[config.mk]
export PLATFORM = sky130hd
export DESIGN_NAME = ssw_supervisor
export DESIGN_NICKNAME = d
export VERILOG_FILES = /design/src/ssw_pkg.sv /design/src/ssw_supervisor.sv
export SDC_FILE = /design/constraint.sdc
export NUM_CORES = 1
export LEC_CHECK = 0
export BUFFER_PORTS_ARGS = -buffer_cell sky130_fd_sc_hd__buf_2
export CAP_MARGIN = 20
export CORE_UTILIZATION = 45
export DETAILED_ROUTE_END_ITERATION = 10
export HOLD_SLACK_MARGIN = 0.12
export PLACE_DENSITY = 0.72
export SETUP_SLACK_MARGIN = 0.3
export SLEW_MARGIN = 20
export SYNTH_ARGS = -nofsm -noshare
export SYNTH_HDL_FRONTEND = slang
export SYNTH_SLANG_ARGS = --single-unit
[constraint.sdc]
create_clock -name mclk_i -period 2.3 [get_ports mclk_i]
set_input_delay 0.46 -clock mclk_i [delete_from_list [all_inputs] [get_ports mclk_i]]
set_output_delay 0.46 -clock mclk_i [all_outputs]
set_load 0.02 [all_outputs]
[src/ssw_pkg.sv]
// Purpose: shared constants and types for the supply supervisor watchdog
// Assumes: 125 MHz internal oscillator clock
// Notes:   times kept in their printed units, cycle counts derived here
package ssw_pkg;
  localparam int unsigned CLK_HZ         = 125_000_000;
  localparam int unsigned PULSE_MS       = 200;
  localparam int unsigned EXTEND_MS      = 100;
  localparam int unsigned WDOG_MS        = 1600;
  localparam int unsigned MIN_KICK_NS    = 50;
  localparam int unsigned CNT_W          = 28;
  localparam longint unsigned PULSE_CYC  =
    longint'(CLK_HZ) * PULSE_MS / 1000;
  localparam longint unsigned EXTEND_CYC =
    longint'(CLK_HZ) * EXTEND_MS / 1000;
  localparam longint unsigned WDOG_CYC   =
    longint'(CLK_HZ) * WDOG_MS / 1000;
  localparam longint unsigned MIN_KICK_CYC =
    (longint'(CLK_HZ) * MIN_KICK_NS + 64'd999_999_999) / 64'd1_000_000_000;

  typedef struct packed {
    logic supply_ok;
    logic kick_float;
    logic kick_level;
    logic manual_reset_n;
  } ssw_in_t;

  typedef enum logic [1:0] {
    SSW_LOW   = 2'b00,
    SSW_PULSE = 2'b01,
    SSW_RUN   = 2'b10
  } ssw_state_t;
endpackage

[src/ssw_supervisor.sv]
// Purpose: reset generator with supply monitor, watchdog and manual reset
// Assumes: inputs already synchronous to mclk_i; supply flag from comparator
// Notes:   reset_n_o low means reset asserted
`timescale 1ns/1ps
`default_nettype none
module ssw_supervisor
  import ssw_pkg::*;
#(
  parameter logic [CNT_W-1:0] PULSE_CYCLES  = CNT_W'(PULSE_CYC),
  parameter logic [CNT_W-1:0] EXTEND_CYCLES = CNT_W'(EXTEND_CYC),
  parameter logic [CNT_W-1:0] WDOG_CYCLES   = CNT_W'(WDOG_CYC)
) (
  // clock and reset
  input  wire logic            mclk_i,
  input  wire logic            rstn_i,
  // supply and pin flags
  input  wire ssw_pkg::ssw_in_t pins_i,
  // reset output and status
  output logic                 reset_n_o,
  output logic                 wdog_timeout_o
);
  import ssw_pkg::*;

  // pulse length for any trigger, never shorter than the extension
  function automatic logic [CNT_W-1:0] pulse_load(
    input logic [CNT_W-1:0] full_len,
    input logic [CNT_W-1:0] ext_len
  );
    logic [CNT_W-1:0] len;
    len = full_len;
    if (ext_len > full_len) begin
      len = ext_len;
    end
    return len;
  endfunction

  // last count of a down-counter
  function automatic logic cnt_done(
    input logic [CNT_W-1:0] cnt
  );
    return cnt <= CNT_W'(1);
  endfunction

  // watchdog limit reached
  function automatic logic wdog_limit(
    input logic [CNT_W-1:0] cnt,
    input logic [CNT_W-1:0] limit
  );
    return cnt >= limit - 1'b1;
  endfunction

  // sequencer state
  ssw_state_t       state;
  ssw_state_t       next_state;
  logic [CNT_W-1:0] pulse_cnt;
  logic [CNT_W-1:0] next_pulse_cnt;
  logic [CNT_W-1:0] pulse_len;

  // watchdog state
  logic [CNT_W-1:0] wdog_cnt;
  logic [CNT_W-1:0] next_wdog_cnt;
  logic             kick_prev;

  // decoded conditions
  logic             kick_live;
  logic             kick_edge;
  logic             wdog_at_limit;
  logic             wdog_fire;
  logic             hold_low;
  logic             next_reset_n;
  logic             next_timeout;

  // a brownout restarts the whole interval, at least the extension
  assign pulse_len = pulse_load(PULSE_CYCLES, EXTEND_CYCLES);

  // driven kick input only; a floating pin never counts
  assign kick_live = !pins_i.kick_float;

  // one sample per 8 ns cycle, so a 50 ns kick spans several samples
  assign kick_edge = kick_live &&
                     (pins_i.kick_level != kick_prev);

  assign wdog_at_limit = wdog_limit(wdog_cnt, WDOG_CYCLES);
  assign wdog_fire = (state == SSW_RUN) && kick_live && !kick_edge &&
                     wdog_at_limit;

  // supply low or button held keeps the output low
  assign hold_low  = !pins_i.supply_ok || !pins_i.manual_reset_n;

  // previous kick level for edge detection
  always_ff @(posedge mclk_i or negedge rstn_i) begin
    if (!rstn_i) begin
      kick_prev <= 1'b0;
    end else begin
      kick_prev <= pins_i.kick_level;
    end
  end

  // sequencer: next state and pulse count
  always_comb begin
    next_state     = state;
    next_pulse_cnt = pulse_cnt;
    case (state)
      SSW_LOW: begin
        next_pulse_cnt = '0;
        if (!hold_low) begin
          next_state     = SSW_PULSE;
          next_pulse_cnt = pulse_len;
        end
      end
      SSW_PULSE: begin
        if (hold_low) begin
          next_state     = SSW_LOW;
          next_pulse_cnt = '0;
        end else if (cnt_done(pulse_cnt)) begin
          next_state     = SSW_RUN;
          next_pulse_cnt = '0;
        end else begin
          next_pulse_cnt = pulse_cnt - 1'b1;
        end
      end
      SSW_RUN: begin
        if (hold_low) begin
          next_state     = SSW_LOW;
          next_pulse_cnt = '0;
        end else if (wdog_fire) begin
          next_state     = SSW_PULSE;
          next_pulse_cnt = pulse_len;
        end
      end
      default: begin
        next_state     = SSW_LOW;
        next_pulse_cnt = '0;
      end
    endcase
  end

  // sequencer state register
  always_ff @(posedge mclk_i or negedge rstn_i) begin
    if (!rstn_i) begin
      state <= SSW_LOW;
    end else begin
      state <= next_state;
    end
  end

  // pulse interval counter, runs on the internal clock
  always_ff @(posedge mclk_i or negedge rstn_i) begin
    if (!rstn_i) begin
      pulse_cnt <= '0;
    end else begin
      pulse_cnt <= next_pulse_cnt;
    end
  end

  // watchdog counter: next value
  always_comb begin
    next_wdog_cnt = wdog_cnt;
    if (state != SSW_RUN || hold_low) begin
      next_wdog_cnt = '0;
    end else if (!kick_live) begin
      next_wdog_cnt = '0;
    end else if (kick_edge) begin
      next_wdog_cnt = '0;
    end else if (wdog_fire) begin
      next_wdog_cnt = '0;
    end else begin
      next_wdog_cnt = wdog_cnt + 1'b1;
    end
  end

  // watchdog counter register
  always_ff @(posedge mclk_i or negedge rstn_i) begin
    if (!rstn_i) begin
      wdog_cnt <= '0;
    end else begin
      wdog_cnt <= next_wdog_cnt;
    end
  end

  // output decode; the first RUN cycle still drives low
  always_comb begin
    next_reset_n = 1'b0;
    next_timeout = 1'b0;
    if ((state == SSW_RUN) && !hold_low) begin
      next_reset_n = !wdog_fire;
      next_timeout = wdog_fire;
    end
  end

  // reset output register
  always_ff @(posedge mclk_i or negedge rstn_i) begin
    if (!rstn_i) begin
      reset_n_o <= 1'b0;
    end else begin
      reset_n_o <= next_reset_n;
    end
  end

  // timeout strobe register, high for one cycle per expiry
  always_ff @(posedge mclk_i or negedge rstn_i) begin
    if (!rstn_i) begin
      wdog_timeout_o <= 1'b0;
    end else begin
      wdog_timeout_o <= next_timeout;
    end
  end
endmodule
`default_nettype wire

; After elaboration in Yosys (flattened, before gate mapping)
; Index checks and enable logic that the tools add are counted.
[word_totals]
register_bits = 61
in_bits = 6
out_inout_bits = 2
elab_cells = 50
[op_classes]
addsub = 2
n_lt_le_gt_ge = 2
eq_ne = 7
muxes = 18
n_reduce_logical = 15
[op_table]
columns = op, count
row1 = 28-bit two-way mux, 8
row2 = 28-bit one-hot mux with 3 select lines, 1
row3 = "28-bit by 1-bit adder with 28-bit output, second input constant", 1
row4 = "28-bit >= comparator, second input constant", 1
row5 = "28-bit by 1-bit less-or-equal comparator with 1-bit output, second input constant", 1
row6 = "28-bit by 1-bit subtractor with 28-bit output, second input constant", 1
row7 = 25-bit two-way mux, 1
row8 = 2-bit two-way mux, 5
row9 = 1-bit zero test, 6
row10 = "3-bit inequality test, second input constant", 2
row11 = 2-bit one-hot mux with 3 select lines, 1
row12 = 1-bit logical AND, 5
row13 = "2-bit inequality test, second input constant", 2
row14 = 3-bit AND reduction, 1
row15 = "2-bit by 1-bit == test with 1-bit output, second input constant", 1
row16 = "2-bit == test, second input constant", 1
row17 = 2-bit zero test, 1
row18 = 1-bit logical OR, 2
row19 = 1-bit two-way mux, 2
row20 = 1-bit inequality test, 1

; Depth between registers and ports, before layout
[logic_depth]
ltp_word = 9
depth_mapped = 9
mapped_depth_nobuf = 8

; Worst setup path after synthesis
; Ideal clock, no wire load.
[synth_path]
path_type = register -> register
start = register pulse_cnt[0]
end = register pulse_cnt[26]
setup_time_ns = 0.129
arrival_ns = 1.879
t_required_ns = 2.171
path_slack_ns = 0.292
path_stages_with_launch = 9
path_buffers = 0
synth_period_minus_slack_ns = 2.008
cell_sequence = dfrtp_1 -> inv_1 -> ha_1 -> nor3b_2 -> nand2_1 -> or4_1 -> nor3_1 -> nand2b_1 -> a31oi_2
[synth_via]
elab_chain_cells = 4
elab_cells_between_ends = 5
classes_between = add/sub: 1 / order compare: 1 / mux: 3
[synth_rtl]
columns = item, line_no
row1 = from (decl), ssw_supervisor.sv:55  ; logic [CNT_W-1:0] pulse_cnt;
row2 = from (signal assigned), ssw_supervisor.sv:152  ; pulse_cnt <= next_pulse_cnt;
row3 = 28-bit by 1-bit subtractor with 28-bit output or 28-bit by 1-bit less-or-equal comparator with 1-bit output (tied branches), "ssw_supervisor.sv:119, ssw_supervisor.sv:41"
row4 = 28-bit two-way mux (*), ssw_supervisor.sv:115  ; end else if (cnt_done(pulse_cnt)) begin
row5 = 28-bit two-way mux (*), ssw_supervisor.sv:112  ; if (hold_low) begin
row6 = 28-bit one-hot mux with 3 select lines (*), ssw_supervisor.sv:103  ; case (state)
; Every way passes the cells marked *; elsewhere a longest branch is shown, timed or not.
; A chain may end at the register's enable or synchronous reset.

; Final worst setup path
[layout_path]
start = register pulse_cnt[12]
end = register pulse_cnt[20]
; Same word-level chain as after synthesis.

==> qor.txt <==
status: completed
setup TNS: 0 ns
count of different cell masters after synthesis: 62
R2R depth: 7
I/O pins: 8
most frequent cells in the layout: dfrtp_1, buf_4, nor2_1
area fraction of the dominant cell type after synthesis: 0.428
Slew Limit Fails: 0
first-pass GRT wire length: 13,000 um
Worst setup SP type: flip-flop
antenna violations before repair: 0
synthesized area: 0.00357 mm^2
Core Rows: 32
Fin. Hold Viols: 0
Avg Inst Size Synth: 9.86 um^2
Pwr Total: 3.39 mW
core area: 0.00769 mm^2
clock root cell: clkbuf_8
Worst VDD drop: 0.612 mV
Worst Max-Slew Pin Slew: 0.532 ns
final wirelength: 7990 um
Die Footprint: 0.00829 mm^2
min-delay worst type: in -> reg
Fmax: 478 MHz
Post-DRT Antenna Nets: 0
Switching Fraction: 0.378
sinks on the clock net: 61
RSZ-0062 raised after global routing: true
sequential share of power: 0.401
DR iter-0 viols: 225
Worst R2R Setup Slack: 0.21 ns
end of the worst register-to-register path: pulse_cnt[20]
Power Density: 772 mW/mm^2
Num CTS Buffers: 9
ANT cells: 0
DIE WIDTH: 91.1 um
main flop type after synthesis: dfrtp_1
crit path DAT: 2.31 ns
hold endpoint: kick_prev
routed vias: 2,892
critical-path maximum fanout: 5
fin area: 0.00439 mm^2
Max-slew headroom: 0.645
pre-CTS setup slack: 0.153 ns
Synth area leaders: dfrtp_1, nor2_4, nor2_1
DRC: 0
sw power: 1.28 mW
synthesized flop and latch total: 61
Period Utilization, post-route: 0.910
hold path startpoint: pins_i[1]
Seq/Total Area, Yosys: 0.428
GRT Total Usage: 0.194
CP Class: reg -> reg
net count of the mapped netlist: 371
placed cell areas: 0.00379 mm^2
Routed wire per std cell: 15.2 um
hold depth: 1
largest net degree at the start of global routing: 25
Int Power: 2.11 mW
P&R area growth vs syn: 23.0%
YS warnings: 0
post-detailed-placement half-perimeter wirelength: 5120 um
most common cell after layout, fill and taps aside: dfrtp_1
Starting Density: 0.464
EDFF count, synth: 0
I/O Buffers: 7
CP endpoint kind: flip-flop
min Tclk post-route: 2.09 ns
Remaining Overflow, GRT: 0
Max Clock Skew: 0.00826 ns
clock share of power: 0.235
vias in the first global route: 2,701
Max clock buf depth: 2
worst reg2reg path startpoint: pulse_cnt[12]
CTS tree: yes
via density per instance: 5.51
max-capacitance violation count: 0
async set-reset flop share out of synthesis: 1.00
DRT Pass-1 Iters: 4
nets: 427
final setup vio count: 0
clock-pin slew on the worst setup and hold paths: 0.07 ns
htree depth: 3
placer congestion estimate: 0.829
latest clock arrival within the worst-skew pair: 0.33 ns
Die Ht: 91.1 um
setup ws final: 0.206 ns
CP required: 2.52 ns
leakage power: 1.83 nW
Comb power frac: 0.365
share of post-route cells with drive strength above 1: 0.338
Gate Count Post-Synth: 362
hold_ws: 0.257 ns
Yosys top cell by area: dfrtp_1
filler instances: 626
[what timing repair did]
action	CTS	global route
buffers inserted	12	12
pin swaps	6	14
resized for setup	20	29
hold buffers	1	0
cloned	0	4
endpoints found under the hold margin	20	0
endpoints found under the setup margin	51	44
[metal layers]
layer,GRT usage,part of all wire,up-vias
li1,-,-,1412
met1,0.279,0.47,1409
met2,0.301,0.47,58
met3,0.0285,0.043,13
met4,0.0635,0.017,0
met5,0,0,-
[worst max-delay path: stages, from the launching register on]
cell and delay (ns):
dfrtp_2 0.44, nor4_4 0.36, nand3_2 0.20, o31ai_4 0.44
buf_4 0.19, buf_6 0.11, a21oi_1 0.04, o22a_1 0.20
[sequential cells by signal, summed over array words and instances, names as in the netlist]
name and cells:
wdog_cnt 28, kick_prev 1, reset_n_o 1, state 2
wdog_timeout_o 1, pulse_cnt 28
[through the flow]
stage	std cells	utilization
2_1_floorplan	362	-
3_3_place_gp	480	0.493
3_5_place_dp	480	0.493
4_1_cts	509	0.537
5_1_grt	525	0.571
6_report	525	0.571
[cell type report]
cell class / count / area (um^2) / area share
clock buffer: 11 / 131 / 0.0299
sequential: 61 / 1540 / 0.350
clock inverter: 5 / 27.5 / 0.00627
multi-input combinational: 277 / 2000 / 0.456
inverter: 10 / 37.5 / 0.00855
timing repair buffer: 59 / 529 / 0.121
tap: 102 / 128 / 0.0291
[cells by family after synthesis]
logic type	synth area share
simple gates	0.290
fa+ha+maj	0.0105
compound gates	0.155
flops	0.428
buf+inv	0.0473
mux	0.00561
xor+xnor	0.0638
[how the worst max path moves through the flow]
stage                        from       endpoint  slack, ns  depth (start not counted)
floorplan            pulse_cnt[0]  pulse_cnt[26]       0.32                          8
global placement    pulse_cnt[14]  pulse_cnt[12]       0.22                          6
finish              pulse_cnt[12]  pulse_cnt[20]       0.21                          7
CTS                  wdog_cnt[26]  pulse_cnt[21]       0.27                          7
global route        pulse_cnt[11]   pulse_cnt[8]       0.12                          8
detailed placement   pulse_cnt[0]  pulse_cnt[27]       0.15                          7
[synthesized netlist by cell type (5+ instances only)]
cell,instances
a21oi_1,17
a31oi_1,9
buf_6,5
dfrtp_1,61
inv_1,10
nand2_1,32
nand3_1,11
nand4_1,10
nor2_1,38
nor2_4,18
nor3_1,25
nor4_1,5
o21a_1,7
o21ai_0,6
xnor2_1,15
xor2_1,11
[power groups by stage]
stage	clock network (mW)	registers (mW)	logic, mW
3_3_place_gp	0	1.36	0.990
2_1_floorplan	0	1.32	0.747
4_1_cts	0.810	1.35	1.09
6_report	0.796	1.36	1.24
3_5_place_dp	0	1.36	1.01
5_1_grt	0.854	1.37	1.35
Note: power is estimated with default switching activity, not from simulation.
